## config.mk

```make
export PLATFORM = sky130hd
export DESIGN_NAME = dma_irq_status_clear
export DESIGN_NICKNAME = d
export VERILOG_FILES = /design/src/dma_irq_pkg.sv /design/src/dma_irq_status_clear.sv /design/src/end_flag.sv /design/src/event_irq.sv
export SDC_FILE = /design/constraint.sdc
export NUM_CORES = 1
export LEC_CHECK = 0
export BUFFER_PORTS_ARGS = -buffer_cell sky130_fd_sc_hd__buf_4
export CAP_MARGIN = 30
export CORE_ASPECT_RATIO = 0.8
export CORE_MARGIN = 1
export CORE_UTILIZATION = 38
export DETAILED_ROUTE_END_ITERATION = 6
export PLACE_DENSITY = 0.76
export SLEW_MARGIN = 40
export SYNTH_ARGS = -nofsm -noshare
export SYNTH_HDL_FRONTEND = slang
export SYNTH_SLANG_ARGS = --single-unit
```

## constraint.sdc

```tcl
create_clock -name clk -period 1.4 [get_ports clk]
set_input_delay 0.07 -clock clk [delete_from_list [all_inputs] [get_ports clk]]
set_output_delay 0.07 -clock clk [all_outputs]
set_load 0.01 [all_outputs]
```

## src/dma_irq_pkg.sv

```systemverilog
// Shared constants and carrier types for the DMA interrupt status block
package dma_irq_pkg;
  localparam int NUM_CH = 2;
  localparam int ADDR_W = 12;
  localparam int DATA_W = 32;
  localparam int EVT_W  = 4;

  // Register offsets (byte addresses)
  localparam logic [ADDR_W-1:0] OFS_INT_STATUS = 12'h000;
  localparam logic [ADDR_W-1:0] OFS_TC_STATUS  = 12'h004;
  localparam logic [ADDR_W-1:0] OFS_TC_CLEAR   = 12'h008;
  localparam logic [ADDR_W-1:0] OFS_ERR_STATUS = 12'h00C;
  localparam logic [ADDR_W-1:0] OFS_RAW_TC     = 12'h014;
  localparam logic [ADDR_W-1:0] OFS_RAW_ERR    = 12'h018;
  localparam logic [ADDR_W-1:0] OFS_EVT_STATUS = 12'h040;
  localparam logic [ADDR_W-1:0] OFS_EVT_MASK   = 12'h044;

  // Event register layout
  localparam int EVT_TC_LSB  = 0;
  localparam int EVT_ERR_LSB = 2;

  // Reset values
  localparam logic [NUM_CH-1:0] RESET_FLAGS = 2'h0;
  localparam logic [EVT_W-1:0]  RESET_EVT   = 4'h0;
  localparam logic [DATA_W-1:0] RESET_RDATA = 32'h0;

  typedef logic [NUM_CH-1:0] chan_vec_t;

  typedef struct packed {
    logic [ADDR_W-1:0] addr;
    logic [DATA_W-1:0] wdata;
    logic              wr;
    logic              rd;
  } bus_req_s;

  typedef struct packed {
    chan_vec_t tc_done;
    chan_vec_t err_raw;
    chan_vec_t tc_en;
    chan_vec_t err_en;
  } chan_in_s;
endpackage

```

## src/dma_irq_status_clear.sv

```systemverilog
// Interrupt status and transfer-end clear registers of a two-channel DMA
//
// Overview of operation
// Transfer-end status has bit n for channel n, 1 when interrupt requested.
// Transfer-end status bits are the raw flags gated by their enables.
// Writing 1 to a clear bit clears that flag; 0 leaves it alone. Here a transfer end in the same cycle wins over the clear.
// Error status has bit n for channel n, 1 when error interrupt requested.
// Error status bits are raw errors gated by their error enables.
// Channel interrupt is enabled transfer-end or enabled error.
// A raw transfer-end flag per channel is kept before the enable.
// Software writes zero above bit 1; device ignores those bits. Here the event mask write keeps bits 3:2 as well.
`timescale 1ns/100ps
module dma_irq_status_clear (
  input  wire logic                           clk,
  input  wire logic                           reset_n,
  input  wire dma_irq_pkg::bus_req_s          bus_req,
  output logic      [dma_irq_pkg::DATA_W-1:0] rdata,
  input  wire dma_irq_pkg::chan_in_s          chan_in,
  output dma_irq_pkg::chan_vec_t              chan_irq,
  output logic                                irq
);
  function automatic logic hit(
    input logic [dma_irq_pkg::ADDR_W-1:0] addr,
    input logic [dma_irq_pkg::ADDR_W-1:0] ofs
  );
    hit = (addr == ofs);
  endfunction

  dma_irq_pkg::chan_vec_t          raw_tc;
  dma_irq_pkg::chan_vec_t          tc_status;
  dma_irq_pkg::chan_vec_t          err_status;
  dma_irq_pkg::chan_vec_t          tc_clear_vec;
  dma_irq_pkg::chan_vec_t          err_prev;
  dma_irq_pkg::chan_vec_t          next_err_prev;
  logic [dma_irq_pkg::EVT_W-1:0]   evt;
  logic [dma_irq_pkg::EVT_W-1:0]   evt_status;
  logic [dma_irq_pkg::EVT_W-1:0]   evt_mask;
  logic [dma_irq_pkg::DATA_W-1:0]  next_rdata;
  logic                            wr_tc_clear;
  logic                            wr_evt_mask;
  logic                            rd_evt_status;

  // Write and event-status read decode
  always_comb begin
    wr_tc_clear   = 1'b0;
    wr_evt_mask   = 1'b0;
    rd_evt_status = 1'b0;
    if (bus_req.wr && hit(bus_req.addr, dma_irq_pkg::OFS_TC_CLEAR)) begin
      wr_tc_clear = 1'b1;
    end else if (bus_req.wr &&
                 hit(bus_req.addr, dma_irq_pkg::OFS_EVT_MASK)) begin
      wr_evt_mask = 1'b1;
    end else if (bus_req.rd &&
                 hit(bus_req.addr, dma_irq_pkg::OFS_EVT_STATUS)) begin
      rd_evt_status = 1'b1;
    end
  end

  a_decode_once: assert property (@(posedge clk)
    disable iff (!reset_n)
    $onehot0({wr_tc_clear, wr_evt_mask, rd_evt_status}))
    else $error("more than one register strobe decoded");

  // Upper write bits are dropped
  assign tc_clear_vec = wr_tc_clear ?
                        bus_req.wdata[dma_irq_pkg::NUM_CH-1:0] :
                        dma_irq_pkg::RESET_FLAGS;

  genvar ch;
  generate
    for (ch = 0; ch < dma_irq_pkg::NUM_CH; ch++) begin : g_ch
      end_flag u_end_flag (
        .clk     (clk),
        .reset_n (reset_n),
        .set     (chan_in.tc_done[ch]),
        .clear   (tc_clear_vec[ch]),
        .flag    (raw_tc[ch])
      );

      // Flag rises only on a transfer end, falls only on a written one
      a_raw_rise: assert property (@(posedge clk)
        disable iff (!reset_n)
        (!raw_tc[ch] && !chan_in.tc_done[ch]) |=> !raw_tc[ch])
        else $error("raw flag rose without transfer end");
      a_clear_zero: assert property (@(posedge clk)
        disable iff (!reset_n)
        (raw_tc[ch] && !tc_clear_vec[ch]) |=> raw_tc[ch])
        else $error("flag dropped without a written one");
      a_set_wins: assert property (@(posedge clk)
        disable iff (!reset_n)
        (tc_clear_vec[ch] && chan_in.tc_done[ch]) |=> raw_tc[ch])
        else $error("clear beat a transfer end");
      a_clear_one: assert property (@(posedge clk)
        disable iff (!reset_n)
        (tc_clear_vec[ch] && !chan_in.tc_done[ch]) |=> !raw_tc[ch])
        else $error("written one did not clear flag");
      a_tc_gate: assert property (@(posedge clk)
        disable iff (!reset_n)
        tc_status[ch] == (raw_tc[ch] && chan_in.tc_en[ch]))
        else $error("transfer-end status not gated");
      a_err_gate: assert property (@(posedge clk)
        disable iff (!reset_n)
        err_status[ch] == (chan_in.err_raw[ch] && chan_in.err_en[ch]))
        else $error("error status not gated");
    end
  endgenerate

  assign tc_status  = raw_tc & chan_in.tc_en;
  assign err_status = chan_in.err_raw & chan_in.err_en;
  assign chan_irq   = tc_status | err_status;

  // A channel with neither source enabled never requests
  a_chan_quiet: assert property (@(posedge clk)
    disable iff (!reset_n)
    (!chan_in.tc_en[0] && !chan_in.err_en[0]) |-> !chan_irq[0])
    else $error("channel 0 requests with both enables low");

  // Events: enabled transfer end or rising enabled error
  always_comb begin
    next_err_prev = err_status;
    evt = dma_irq_pkg::RESET_EVT;
    evt[dma_irq_pkg::EVT_TC_LSB +: dma_irq_pkg::NUM_CH] =
      chan_in.tc_done & chan_in.tc_en;
    evt[dma_irq_pkg::EVT_ERR_LSB +: dma_irq_pkg::NUM_CH] =
      err_status & ~err_prev;
  end

  always_ff @(posedge clk or negedge reset_n) begin
    if (!reset_n) begin
      err_prev <= dma_irq_pkg::RESET_FLAGS;
    end else begin
      err_prev <= next_err_prev;
    end
  end

  event_irq u_event_irq (
    .clk        (clk),
    .reset_n    (reset_n),
    .evt        (evt),
    .rd_clear   (rd_evt_status),
    .mask_wr    (wr_evt_mask),
    .mask_wdata (bus_req.wdata[dma_irq_pkg::EVT_W-1:0]),
    .status     (evt_status),
    .mask       (evt_mask),
    .irq        (irq)
  );

  // Sticky events: set on an event, kept until the status is read
  a_evt_set: assert property (@(posedge clk)
    disable iff (!reset_n)
    (evt != dma_irq_pkg::RESET_EVT) |=>
      ((evt_status & $past(evt)) == $past(evt)))
    else $error("event did not set its status bit");
  a_evt_sticky: assert property (@(posedge clk)
    disable iff (!reset_n)
    !rd_evt_status |=>
      ((evt_status & $past(evt_status)) == $past(evt_status)))
    else $error("event status dropped without a read");
  a_evt_clear: assert property (@(posedge clk)
    disable iff (!reset_n)
    (rd_evt_status && (evt == dma_irq_pkg::RESET_EVT)) |=>
      (evt_status == dma_irq_pkg::RESET_EVT))
    else $error("event status read did not clear");
  a_err_edge: assert property (@(posedge clk)
    disable iff (!reset_n)
    (err_status[0] && !$past(err_status[0])) |->
      evt[dma_irq_pkg::EVT_ERR_LSB])
    else $error("rising error gave no event");
  a_mask_write: assert property (@(posedge clk)
    disable iff (!reset_n)
    wr_evt_mask |=>
      (evt_mask == $past(bus_req.wdata[dma_irq_pkg::EVT_W-1:0])))
    else $error("event mask write lost");
  a_mask_hold: assert property (@(posedge clk)
    disable iff (!reset_n)
    !wr_evt_mask |=> $stable(evt_mask))
    else $error("event mask changed without a write");
  a_irq_quiet: assert property (@(posedge clk)
    disable iff (!reset_n)
    ((evt_status & evt_mask) == dma_irq_pkg::RESET_EVT) |-> !irq)
    else $error("interrupt high with no unmasked event");

  // Read mux; unused upper bits and unmapped addresses read zero
  always_comb begin
    next_rdata = dma_irq_pkg::RESET_RDATA;
    if (bus_req.rd) begin
      if (hit(bus_req.addr, dma_irq_pkg::OFS_INT_STATUS)) begin
        next_rdata[dma_irq_pkg::NUM_CH-1:0] = chan_irq;
      end else if (hit(bus_req.addr, dma_irq_pkg::OFS_TC_STATUS)) begin
        next_rdata[dma_irq_pkg::NUM_CH-1:0] = tc_status;
      end else if (hit(bus_req.addr, dma_irq_pkg::OFS_ERR_STATUS)) begin
        next_rdata[dma_irq_pkg::NUM_CH-1:0] = err_status;
      end else if (hit(bus_req.addr, dma_irq_pkg::OFS_RAW_TC)) begin
        next_rdata[dma_irq_pkg::NUM_CH-1:0] = raw_tc;
      end else if (hit(bus_req.addr, dma_irq_pkg::OFS_RAW_ERR)) begin
        next_rdata[dma_irq_pkg::NUM_CH-1:0] = chan_in.err_raw;
      end else if (hit(bus_req.addr, dma_irq_pkg::OFS_EVT_STATUS)) begin
        next_rdata[dma_irq_pkg::EVT_W-1:0] = evt_status;
      end else if (hit(bus_req.addr, dma_irq_pkg::OFS_EVT_MASK)) begin
        next_rdata[dma_irq_pkg::EVT_W-1:0] = evt_mask;
      end
    end
  end

  always_ff @(posedge clk or negedge reset_n) begin
    if (!reset_n) begin
      rdata <= dma_irq_pkg::RESET_RDATA;
    end else begin
      rdata <= next_rdata;
    end
  end

  // Read data stand one cycle after the strobe, then fall back to zero
  a_rdata_idle: assert property (@(posedge clk)
    disable iff (!reset_n)
    !bus_req.rd |=> (rdata == dma_irq_pkg::RESET_RDATA))
    else $error("read data not zero outside a read");
  a_int_read: assert property (@(posedge clk)
    disable iff (!reset_n)
    (bus_req.rd && hit(bus_req.addr, dma_irq_pkg::OFS_INT_STATUS)) |=>
      (rdata[dma_irq_pkg::NUM_CH-1:0] == $past(chan_irq)))
    else $error("combined status read mismatch");
  a_raw_tc_read: assert property (@(posedge clk)
    disable iff (!reset_n)
    (bus_req.rd && hit(bus_req.addr, dma_irq_pkg::OFS_RAW_TC)) |=>
      (rdata[dma_irq_pkg::NUM_CH-1:0] == $past(raw_tc)))
    else $error("raw transfer-end read mismatch");
  a_raw_err_read: assert property (@(posedge clk)
    disable iff (!reset_n)
    (bus_req.rd && hit(bus_req.addr, dma_irq_pkg::OFS_RAW_ERR)) |=>
      (rdata[dma_irq_pkg::NUM_CH-1:0] == $past(chan_in.err_raw)))
    else $error("raw error read mismatch");
  a_evt_read: assert property (@(posedge clk)
    disable iff (!reset_n)
    rd_evt_status |=>
      (rdata[dma_irq_pkg::EVT_W-1:0] == $past(evt_status)))
    else $error("event status read mismatch");
  a_mask_read: assert property (@(posedge clk)
    disable iff (!reset_n)
    (bus_req.rd && hit(bus_req.addr, dma_irq_pkg::OFS_EVT_MASK)) |=>
      (rdata[dma_irq_pkg::EVT_W-1:0] == $past(evt_mask)))
    else $error("event mask read mismatch");

  // Checks
  a_tc_bit_map: assert property (@(posedge clk)
    disable iff (!reset_n)
    (bus_req.rd && hit(bus_req.addr, dma_irq_pkg::OFS_TC_STATUS)) |=>
      (rdata[dma_irq_pkg::NUM_CH-1:0] ==
       ($past(raw_tc) & $past(chan_in.tc_en))))
    else $error("transfer-end status read mismatch");
  a_tc_masked: assert property (@(posedge clk)
    disable iff (!reset_n)
    (|(chan_in.tc_done & chan_in.tc_en)) |=>
      ((tc_status & $past(chan_in.tc_done) & chan_in.tc_en) ==
       ($past(chan_in.tc_done) & chan_in.tc_en)))
    else $error("enabled transfer end not shown in status");
  a_tc_clear_one: assert property (@(posedge clk)
    disable iff (!reset_n)
    wr_tc_clear |=>
      ((raw_tc & $past(bus_req.wdata[dma_irq_pkg::NUM_CH-1:0])
        & ~$past(chan_in.tc_done)) == dma_irq_pkg::RESET_FLAGS))
    else $error("written clear bit did not clear flag");
  a_tc_clear_zero: assert property (@(posedge clk)
    disable iff (!reset_n)
    (wr_tc_clear && !bus_req.wdata[0] && raw_tc[0]) |=> raw_tc[0])
    else $error("zero clear bit changed flag");
  a_err_bit_map: assert property (@(posedge clk)
    disable iff (!reset_n)
    (bus_req.rd && hit(bus_req.addr, dma_irq_pkg::OFS_ERR_STATUS)) |=>
      (rdata[dma_irq_pkg::NUM_CH-1:0] ==
       ($past(chan_in.err_raw) & $past(chan_in.err_en))))
    else $error("error status read mismatch");
  a_chan_irq_or: assert property (@(posedge clk)
    disable iff (!reset_n)
    chan_irq == ((raw_tc & chan_in.tc_en) |
                 (chan_in.err_raw & chan_in.err_en)))
    else $error("channel interrupt not the enabled sources");
  a_raw_tc_set: assert property (@(posedge clk)
    disable iff (!reset_n)
    (|chan_in.tc_done) |=>
      ((raw_tc & $past(chan_in.tc_done)) == $past(chan_in.tc_done)))
    else $error("transfer end did not set raw flag");
  a_raw_hold: assert property (@(posedge clk)
    disable iff (!reset_n)
    (raw_tc[0] && !tc_clear_vec[0]) |=> raw_tc[0])
    else $error("raw flag dropped without clear");
  a_upper_zero: assert property (@(posedge clk)
    disable iff (!reset_n)
    bus_req.rd |=> (rdata[dma_irq_pkg::DATA_W-1:dma_irq_pkg::EVT_W] == '0))
    else $error("upper read bits not zero");
  a_irq_level: assert property (@(posedge clk)
    disable iff (!reset_n)
    (evt != dma_irq_pkg::RESET_EVT) |=> irq ||
      ((evt_mask & $past(evt)) == dma_irq_pkg::RESET_EVT))
    else $error("unmasked event did not raise interrupt");
endmodule

```

## src/end_flag.sv

```systemverilog
// Per-channel raw transfer-end flag, set wins over clear
`timescale 1ns/100ps
module end_flag (
  input  wire logic clk,
  input  wire logic reset_n,
  input  wire logic set,
  input  wire logic clear,
  output logic      flag
);
  logic next_flag;

  always_comb begin
    next_flag = set | (flag & ~clear);
  end

  always_ff @(posedge clk or negedge reset_n) begin
    if (!reset_n) begin
      flag <= 1'b0;
    end else begin
      flag <= next_flag;
    end
  end
endmodule

```

## src/event_irq.sv

```systemverilog
// Sticky event status, mask and level interrupt output
`timescale 1ns/100ps
module event_irq (
  input  wire logic                          clk,
  input  wire logic                          reset_n,
  input  wire logic [dma_irq_pkg::EVT_W-1:0] evt,
  input  wire logic                          rd_clear,
  input  wire logic                          mask_wr,
  input  wire logic [dma_irq_pkg::EVT_W-1:0] mask_wdata,
  output logic      [dma_irq_pkg::EVT_W-1:0] status,
  output logic      [dma_irq_pkg::EVT_W-1:0] mask,
  output logic                               irq
);
  logic [dma_irq_pkg::EVT_W-1:0] next_status;
  logic [dma_irq_pkg::EVT_W-1:0] next_mask;

  always_comb begin
    next_status = evt | (rd_clear ? dma_irq_pkg::RESET_EVT : status);
    next_mask   = mask_wr ? mask_wdata : mask;
  end

  always_ff @(posedge clk or negedge reset_n) begin
    if (!reset_n) begin
      status <= dma_irq_pkg::RESET_EVT;
      mask   <= dma_irq_pkg::RESET_EVT;
    end else begin
      status <= next_status;
      mask   <= next_mask;
    end
  end

  assign irq = |(status & mask);
endmodule

```

==> results.sh, run 1 <==
export IMPL_pwr_share_seq_pct=48.0
export IMPL_ant_nets=0
export IMPL_hold_viol=0
export IMPL_finalWirelength_um=2580
export IMPL_track_usage_pct=18.2
export IMPL_crit_family="compound AO/OA/AOI/OAI gates"
export IMPL_cts_sinks=16
export IMPL_grt_pass1_vias=1009
export IMPL_rows=17
export IMPL_cts_buffers=3
export IMPL_postCtsSetupBuffers=0
export IMPL_reg2reg_to="rdata[0]$_DFF_PN0_"
export IMPL_coreArea_um2=2770
export IMPL_finClkSkew_ns=0.00918
export IMPL_power_density_nw_per_um2=692
export IMPL_max_freq_mhz=748
export IMPL_p_leak_nw=0.685
export IMPL_dp_hpwl_um=1930
export IMPL_synthFlopType="dfrtp_1"
export IMPL_ff_latch_area_um2=400
export IMPL_reg2reg_depth=5
export IMPL_fillers=269
export IMPL_ys_ff_latch=16
export IMPL_synth_top_area_share_pct=36.3
export IMPL_vias=994
export IMPL_cts_path_max_buffers=2
export IMPL_drc_errors=0
export IMPL_setup_viol=0
export IMPL_antenna_cells=0
export IMPL_htree_levels=1
export IMPL_drtPass1Iterations=4
export IMPL_yosysMostFrequentCell="buf_4"
export IMPL_max_stage_delay_ns=0.39
export IMPL_power_internal_w=0.000715
export IMPL_multi_input_area_um2=566
export IMPL_pwr_share_comb_pct=21.1
export IMPL_clk_latency_ns=0.28
export IMPL_cts_reportedPaths_clkPinSlew_ns=0.10
export IMPL_routabilityCongestion=0.943
export IMPL_post_synth_cell_area_avg_um2=9.42
export IMPL_drive_gt1_share_pct=35.0
export IMPL_cts_tree="built"
export IMPL_cp_end_kind="flip-flop"
export IMPL_crit_chain="and4bb_2, a31oi_1, o22ai_1, a22oi_1, a311oi_1"
export IMPL_synth_area_leaders="dfrtp_1 36%, buf_4 19%, mux2_2 4.1%"
export IMPL_fin_crit_sh_pct=95.5
export IMPL_setup_tns_final_ns=0
export IMPL_fin_util_pct=50.9
export IMPL_grt_antenna_before_repair=0
export IMPL_p_clk_share_pct=30.9
export IMPL_maxCapViolCount=0
export IMPL_yosys_top_cells_count="28 x buf_4, 16 x dfrtp_1, 9 x nand2_1"
export IMPL_crit_required_ns=1.58
export IMPL_synth_cell_type_count=38
export IMPL_routedWlPerCell_um=12.9
export IMPL_rsz0062_at_grt="no"
export IMPL_io_buffers=34
export IMPL_holdPathEnd="u_event_irq.mask[2]$_DFFE_PN0P_"
export IMPL_die_w_um=62.2
export IMPL_critPathArrivalTime_ns=1.52
export IMPL_drt_iter0_drc=28
export IMPL_crit_type="reg -> reg"
export IMPL_final_area_um2=1410
export IMPL_period_needed_ns=1.34
export IMPL_grt_max_degree=17
export IMPL_slew_violations=0
export IMPL_path_buf_inv=0
export IMPL_synthCells=117
export IMPL_cts_resized=0
export IMPL_postSynth_asyncResetShare_pct=100
export IMPL_die_area_um2=3120
export IMPL_regToRegSetupSlack_ns=0.06
export IMPL_grt_overflow=0
export IMPL_synthToLayoutAreaGrowth_pct=27.6
export IMPL_synth_edf_count=0
export IMPL_whs_path_depth=2
export IMPL_fin_nets=220
export IMPL_swShare_pct=26.4
export IMPL_ys_seq_area_share_pct=36.3
export IMPL_via_per_inst=4.95
export IMPL_peakVddDrop_v=0.000260
export IMPL_cp_start_kind="flip-flop"
export IMPL_chipHeight_um=50.2
export IMPL_initial_core_util_pct=39.9
export IMPL_worstPathMaxFanout=3
export IMPL_slowest_stage="dfrtp_1"
export IMPL_synth_warning_count=0
export IMPL_synth_top_area_cell="dfrtp_1"
export IMPL_worstHoldPathType="in -> reg"
export IMPL_net_switching_power_w=0.000257
export IMPL_min_delay_start="bus_req[4]"
export IMPL_reg2reg_from="u_event_irq.status[0]$_DFF_PN0_"
export IMPL_grt_first_pass_wirelength_um=4450
export IMPL_cts_root_buf="clkbuf_4"
export IMPL_ios=91
export IMPL_status="completed"
export IMPL_netlist_area_um2=1100
export IMPL_dpl_cell_area_um2=1340
[cells by family (layout without fill, tap and decap cells)]
kind of cell | after synthesis | in the layout | share of synthesized area, %
xor+xnor | 1 | 1 | 0.795
buf+inv | 33 | 52 | 21.6
compound gates | 23 | 23 | 15.1
simple gates | 36 | 36 | 19.1
flops | 16 | 16 | 36.3
other cells | 1 | 28 | 0.340
mux | 7 | 7 | 6.81
[through the flow]
step           power (W)  setup WS (ns)  hold WS (ns)  instances
6_report        0.000973         0.0632        0.0192        201
3_3_place_gp    0.000663        -0.0623       -0.0705        194
5_1_grt          0.00102        0.00668       0.00857        201
2_1_floorplan   0.000621          0.129        -0.226        144
3_5_place_dp    0.000670        -0.0933       -0.0629        194
4_1_cts         0.000977         0.0854        0.0147        201
[cells in the final DEF, fill, tap and decap left out, types with 3 or more instances in the layout]
| master | synthesis | final |
|---|---|---|
| mux2i_1 | 3 | 3 |
| mux2_2 | 4 | 4 |
| nand2_1 | 9 | 9 |
| a21o_1 | 4 | 4 |
| clkbuf_4 | 0 | 3 |
| nor3_1 | 3 | 3 |
| a31oi_1 | 3 | 3 |
| a22oi_1 | 3 | 3 |
| inv_1 | 3 | 3 |
| dlygate4sd3_1 | 0 | 3 |
| dfrtp_1 | 16 | 16 |
| nand3_1 | 5 | 5 |
| nor2_1 | 5 | 5 |
| conb_1 | 1 | 28 |
| buf_4 | 28 | 42 |
[repair_timing]
item                                    CTS  global route
endpoints found under the hold margin    18             0
hold buffers                              3             0
endpoints found under the setup margin    0             0
[how the worst max path moves through the flow]
stage                                         start                                end  slack, ns  depth (start not counted)
global placement                        bus_req[39]  g_ch[1].u_end_flag.flag$_DFF_PN0_      -0.06                          5
detailed placement                      bus_req[43]    u_event_irq.status[3]$_DFF_PN0_      -0.09                          5
CTS                 u_event_irq.status[0]$_DFF_PN0_                 rdata[0]$_DFF_PN0_       0.09                          5
floorplan                               bus_req[38]    u_event_irq.status[3]$_DFF_PN0_       0.13                          5
global route        u_event_irq.status[0]$_DFF_PN0_                 rdata[0]$_DFF_PN0_      0.007                          5
finish              u_event_irq.status[0]$_DFF_PN0_                 rdata[0]$_DFF_PN0_       0.06                          5
[cell type report]
type	count	share of cell area [%]
well taps	38	3.38
multi-input cells	95	40.2
inverters	3	0.801
clock buffers	4	2.58
flip-flops and latches	16	28.5
repair buffers	45	24.6
[power groups by stage]
| stage | clock network, W | logic (W) | registers (W) |
|---|---|---|---|
| after floorplan | 0 | 0.000145 | 0.000476 |
| after global placement | 0 | 0.000188 | 0.000476 |
| after detailed placement | 0 | 0.000194 | 0.000476 |
| after CTS | 0.000307 | 0.000203 | 0.000467 |
| after global routing | 0.000331 | 0.000224 | 0.000467 |
| final | 0.000300 | 0.000206 | 0.000467 |
[routing by layer]
layer	wire [µm]	track usage [%]	part of all wire [%]	vias up
met5	0	0	0	-
met4	74	6.59	2.9	0
met3	260	6.59	10	13
met2	1270	32.8	49	65
met1	978	20.0	38	463
li1	-	-	-	453
[state kept, by name, indices dropped and copies added, names as in the netlist]
register	count
g_ch.u_end_flag.flag	2
u_event_irq.status	4
u_event_irq.mask	4
err_prev	2
rdata	4
[worst register-to-register path, stage by stage (launching register included)]
cell and delay [ns]:
dfrtp_1 0.39, and4bb_2 0.23, a31oi_1 0.05, o22ai_1 0.17, a22oi_1 0.11, a311oi_1 0.30
No activity file was read; power rests on OpenSTA's default activity.
==> run 2, diff against run 1 <==
==> constraint.sdc (replaced) <==
create_clock -name clk -period 1.3 [get_ports clk]
set_input_delay 0.13 -clock clk [delete_from_list [all_inputs] [get_ports clk]]
set_output_delay 0.13 -clock clk [all_outputs]
set_load 0.01 [all_outputs]
==> run 2 against run 1 <==
Against the previous run: global-route usage is 1.1 points lower; sequential share of layout area shrank 0.57 points; total power up 8.6%; clock power increased by 9.7%; routed wire length is 1.7% lower; die area unchanged; critical endpoint is now irq; highest routed layer is now met3.
==> results.sh, run 2 (same netlist as run 1, synthesis figures left out) <==
export IMPL_power_internal_w=0.000774
export IMPL_track_usage_pct=17.2
export IMPL_fillers=259
export IMPL_grt_pass1_vias=922
export IMPL_via_per_inst=4.74
export IMPL_grt_overflow=0
export IMPL_finClkSkew_ns=0.00948
export IMPL_cts_path_max_buffers=2
export IMPL_multi_input_area_um2=577
export IMPL_vias=967
export IMPL_ant_nets=0
export IMPL_clk_latency_ns=0.29
export IMPL_post_place_ws_ns=-0.201
export IMPL_drt_iter0_drc=39
export IMPL_period_needed_ns=1.28
export IMPL_setup_slack_ns=0.0170
export IMPL_power_density_nw_per_um2=736
export IMPL_worstPathMaxFanout=2
export IMPL_initial_core_util_pct=39.9
export IMPL_maxCapViolCount=0
export IMPL_chipHeight_um=50.2
export IMPL_pwr_share_comb_pct=21.3
export IMPL_drc_errors=0
export IMPL_cts_sinks=16
export IMPL_status="completed"
export IMPL_p_leak_nw=0.701
export IMPL_cp_start_kind="flip-flop"
export IMPL_cts_buffers=3
export IMPL_antenna_cells=0
export IMPL_synthToLayoutAreaGrowth_pct=30.2
export IMPL_rows=17
export IMPL_worstHoldPathType="in -> reg"
export IMPL_placedCellCount=199
export IMPL_drive_gt1_share_pct=38.6
export IMPL_grt_first_pass_wirelength_um=4170
export IMPL_ios=91
export IMPL_peakVddDrop_v=0.000467
export IMPL_instances_no_fill=204
export IMPL_setup_viol=0
export IMPL_htree_levels=1
export IMPL_grt_antenna_before_repair=0
export IMPL_slew_violations=0
export IMPL_rsz0062_at_grt="yes"
export IMPL_p_clk_share_pct=31.1
export IMPL_cts_tree="built"
export IMPL_die_w_um=62.2
export IMPL_fin_nets=223
export IMPL_hold_viol=0
export IMPL_drtPass1Iterations=4
export IMPL_cp_end_kind="output port"
export IMPL_crit_type="reg -> out"
export IMPL_crit_required_ns=1.17
export IMPL_io_buffers=34
export IMPL_finalWirelength_um=2540
export IMPL_cts_root_buf="clkbuf_4"
export IMPL_grt_max_degree=17
export IMPL_ff_latch_area_um2=400
export IMPL_postCtsSetupBuffers=0
export IMPL_cts_reportedPaths_clkPinSlew_ns=0.09
export IMPL_layout_commonest_cell="buf_4"
export IMPL_routabilityCongestion=0.943
export IMPL_swShare_pct=26.7
export IMPL_max_freq_mhz=779
export IMPL_final_cell_mix="47 x buf_4, 28 x conb_1, 16 x dfrtp_1, 9 x nand2_1"
export IMPL_net_switching_power_w=0.000282
export IMPL_dp_hpwl_um=2040
export IMPL_routedWlPerCell_um=12.4
export IMPL_top_regs="rdata (4), u_event_irq.mask (4), u_event_irq.status (4)"
export IMPL_coreArea_um2=2770
export IMPL_critPathArrivalTime_ns=1.15
export IMPL_regToRegSetupSlack_ns=0.02
export IMPL_pwr_share_seq_pct=47.6
export IMPL_die_area_um2=3120
export IMPL_holdWs_ns=0.0397
export IMPL_fin_crit_sh_pct=98.7
-- run 2: cell count changes in the layout (fill, tap and decap cells not counted), sizes merged --
cell         change
buf              +5
dlygate4sd3      -2
-- run 2: critical path, stage by stage (launching register included) --
cell and delay, ns:
dfrtp_1 0.40, buf_4 0.14, a22oi_2 0.12, nand2_1 0.07, buf_4 0.14
-- run 2: power by group through the flow --
stage                     sequential (W)  clock, W  combinational [W]
after floorplan                 0.000512         0           0.000157
after global placement          0.000512         0           0.000213
after detailed placement        0.000512         0           0.000220
after CTS                       0.000502  0.000339           0.000223
after global routing            0.000503  0.000366           0.000244
final                           0.000502  0.000329           0.000225
-- run 2: worst paths after layout --
check / from / to / cells past startpoint
max in group asynchronous: reset_n / u_event_irq.status[0]$_DFF_PN0_ / 2
hold reg to reg: err_prev[0]$_DFF_PN0_ / u_event_irq.status[2]$_DFF_PN0_ / 1
hold / removal: chan_in[6] / g_ch[0].u_end_flag.flag$_DFF_PN0_ / 2
setup reg to reg: u_event_irq.status[0]$_DFF_PN0_ / rdata[0]$_DFF_PN0_ / 5
setup / recovery: u_event_irq.status[0]$_DFF_PN0_ / irq / 4
min in group asynchronous: reset_n / rdata[2]$_DFF_PN0_ / 2
-- run 2: what timing repair did --
item                                   in CTS  in global routing
pin swaps                                   3                  0
resized for setup                           1                  0
setup endpoints to repair                   2                  2
endpoints found under the hold margin      16                  0
hold buffers                                1                  0
-- run 2: metal layers --
metal	track usage (%)	vias up	share of wire [%]
met4	2.71	0	0
li1	-	456	-
met5	0	-	0
met2	31.1	50	51
met1	19.9	461	40
met3	6.14	0	8.7
-- run 2: metrics by stage --
stage	cell area, µm²	TNS (ns)	utilization (%)	power, W
6_report	1440	0	51.9	0.00106
5_1_grt	1440	-0.138	51.9	0.00111
4_1_cts	1440	0	51.9	0.00106
3_5_place_dp	1380	-1.88	50.0	0.000732
3_3_place_gp	1380	-1.61	50.0	0.000725
2_1_floorplan	1210	0	-	0.000669
-- run 2: area by class of cell --
type	instances	area share [%]
Multi-Input combinational cell	95	40.2
Sequential cell	16	27.9
Timing Repair Buffer	48	25.3
Tap cell	38	3.31
Clock buffer	4	2.53
Inverter	3	0.785
==> run 3, diff against run 2 <==
CORE_UTILIZATION = 41   (was 38)
PLACE_DENSITY = 0.81   (was 0.76)
clock period = 1.6 ns   (was 1.3 ns; I/O delays follow)
==> run 3 against run 2 <==
Against the previous run: first-iteration DRC count down 5.1%; clock skew down 0.0085 ns; die area decreased by 7.1%; final cell count is 4.9% lower; sequential share of layout area is 1.5 points higher; register-to-register slack gained 0.21 ns; critical path type is now reg -> reg; largest cell class unchanged; highest routed layer is now met4.
==> results.sh, run 3 (same netlist as run 1, synthesis figures left out) <==
export IMPL_p_leak_nw=0.663
export IMPL_fin_util_pct=54.4
export IMPL_p_clk_share_pct=32.2
export IMPL_rsz0062_at_grt="no"
export IMPL_die_area_um2=2900
export IMPL_crit_required_ns=1.80
export IMPL_setup_tns_final_ns=0
export IMPL_vias=941
export IMPL_cts_reportedPaths_clkPinSlew_ns=0.09
export IMPL_via_per_inst=4.85
export IMPL_worstHoldPathType="in -> reg"
export IMPL_drive_gt1_share_pct=34.2
export IMPL_critPathArrivalTime_ns=1.57
export IMPL_htree_levels=1
export IMPL_clk_latency_ns=0.29
export IMPL_maxCapViolCount=0
export IMPL_power_density_nw_per_um2=627
export IMPL_peakVddDrop_v=0.000244
export IMPL_cts_tree="built"
export IMPL_cp_start_kind="flip-flop"
export IMPL_drtPass1Iterations=4
export IMPL_grt_max_degree=17
export IMPL_swShare_pct=27.4
export IMPL_track_usage_pct=19.3
export IMPL_grt_first_pass_wirelength_um=4180
export IMPL_ant_nets=0
export IMPL_chipHeight_um=48.4
export IMPL_cts_path_max_buffers=2
export IMPL_grt_antenna_before_repair=0
export IMPL_finalWirelength_um=2560
export IMPL_status="completed"
export IMPL_cts_buffers=3
export IMPL_period_needed_ns=1.38
export IMPL_layout_commonest_cell="buf_4"
export IMPL_net_switching_power_w=0.000234
export IMPL_power_internal_w=0.000620
export IMPL_hold_viol=0
export IMPL_cts_root_buf="clkbuf_4"
export IMPL_grt_pass1_vias=911
export IMPL_antenna_cells=0
export IMPL_die_w_um=60.0
export IMPL_fin_crit_sh_pct=86.1
export IMPL_crit_type="reg -> reg"
export IMPL_max_freq_mhz=726
export IMPL_top_regs="rdata (4), u_event_irq.mask (4), u_event_irq.status (4)"
export IMPL_finClkSkew_ns=0.000985
export IMPL_routedWlPerCell_um=13.2
export IMPL_coreArea_um2=2500
export IMPL_dp_hpwl_um=2090
export IMPL_cts_sinks=16
export IMPL_rows=16
export IMPL_fin_nets=215
export IMPL_worstPathMaxFanout=3
export IMPL_final_cell_mix="39 x buf_4, 28 x conb_1, 16 x dfrtp_1, 9 x nand2_1"
export IMPL_pwr_share_comb_pct=20.0
export IMPL_initial_core_util_pct=44.0
export IMPL_slew_violations=0
export IMPL_setup_viol=0
export IMPL_ios=91
export IMPL_routabilityCongestion=0.905
export IMPL_pwr_share_seq_pct=47.8
export IMPL_synthToLayoutAreaGrowth_pct=23.5
export IMPL_drc_errors=0
export IMPL_cp_end_kind="flip-flop"
export IMPL_postCtsSetupBuffers=0
export IMPL_grt_overflow=0
export IMPL_io_buffers=34
export IMPL_drt_iter0_drc=37
-- run 3: cell types whose count changed in the layout (fill, tap and decap cells not counted) --
cell,change
a22oi_1,+1
a22oi_2,-1
buf_4,-8
nor4_1,+1
nor4_2,-1
-- run 3: worst paths after layout --
| kind | from | end | slack, ns | depth (start not counted) |
|---|---|---|---|---|
| max in group asynchronous | reset_n | u_event_irq.mask[1]$_DFFE_PN0P_ | 1.17 | 2 |
| max reg2reg | u_event_irq.status[0]$_DFF_PN0_ | rdata[0]$_DFF_PN0_ | 0.22 | 5 |
| min | chan_in[6] | g_ch[0].u_end_flag.flag$_DFF_PN0_ | 0.05 | 2 |
| min in group asynchronous | reset_n | rdata[3]$_DFF_PN0_ | 0.25 | 2 |
| max | u_event_irq.status[0]$_DFF_PN0_ | rdata[0]$_DFF_PN0_ | 0.22 | 5 |
| min reg2reg | err_prev[0]$_DFF_PN0_ | u_event_irq.status[2]$_DFF_PN0_ | 0.42 | 1 |
-- run 3: power groups by stage --
stage / clock (W) / combinational (W) / sequential [W]
2_1_floorplan: 0 / 0.000127 / 0.000416
3_3_place_gp: 0 / 0.000160 / 0.000416
3_5_place_dp: 0 / 0.000166 / 0.000416
4_1_cts: 0.000280 / 0.000169 / 0.000408
5_1_grt: 0.000297 / 0.000186 / 0.000409
6_report: 0.000275 / 0.000171 / 0.000408
-- run 3: per-stage QoR --
| stage | area (µm²) | cells | setup slack, ns | hold WS (ns) | total power (W) |
|---|---|---|---|---|---|
| after floorplan | 1200 | 144 | 0.239 | -0.136 | 0.000543 |
| after global placement | 1320 | 189 | 0.0323 | 0.0204 | 0.000576 |
| after detailed placement | 1320 | 189 | 0.0290 | 0.0279 | 0.000582 |
| after CTS | 1360 | 194 | 0.232 | 0.0520 | 0.000857 |
| after global routing | 1360 | 194 | 0.172 | 0.0585 | 0.000892 |
| final | 1360 | 194 | 0.223 | 0.0534 | 0.000854 |
-- run 3: cell type report --
| type | instances | area [µm²] |
|---|---|---|
| sequential | 16 | 400 |
| fill | 234 | 1140 |
| timing repair buffer | 40 | 303 |
| clock buffer | 4 | 36.3 |
| multi-input combinational | 95 | 566 |
| inverter | 3 | 11.3 |
| tap | 36 | 45.0 |
-- run 3: per-layer routing --
| layer | global-route usage, % | up-vias | share of wire [%] |
|---|---|---|---|
| li1 | - | 439 | - |
| met1 | 23.5 | 437 | 38 |
| met2 | 32.8 | 58 | 52 |
| met3 | 3.48 | 7 | 8.2 |
| met4 | 8.14 | 0 | 2.0 |
| met5 | 0 | - | 0 |
-- run 3: repair_timing --
action	in CTS	in global routing
hold buffers	1	0
hold endpoints to repair	16	0
gates resized for setup	0	0
-- run 3: worst max-delay path, cell delays in order, from the launching register on --
cell and delay (ns):
dfrtp_1 0.38, and4bb_2 0.23, a31oi_1 0.05, o22ai_1 0.23, a22oi_1 0.12, a311oi_1 0.27
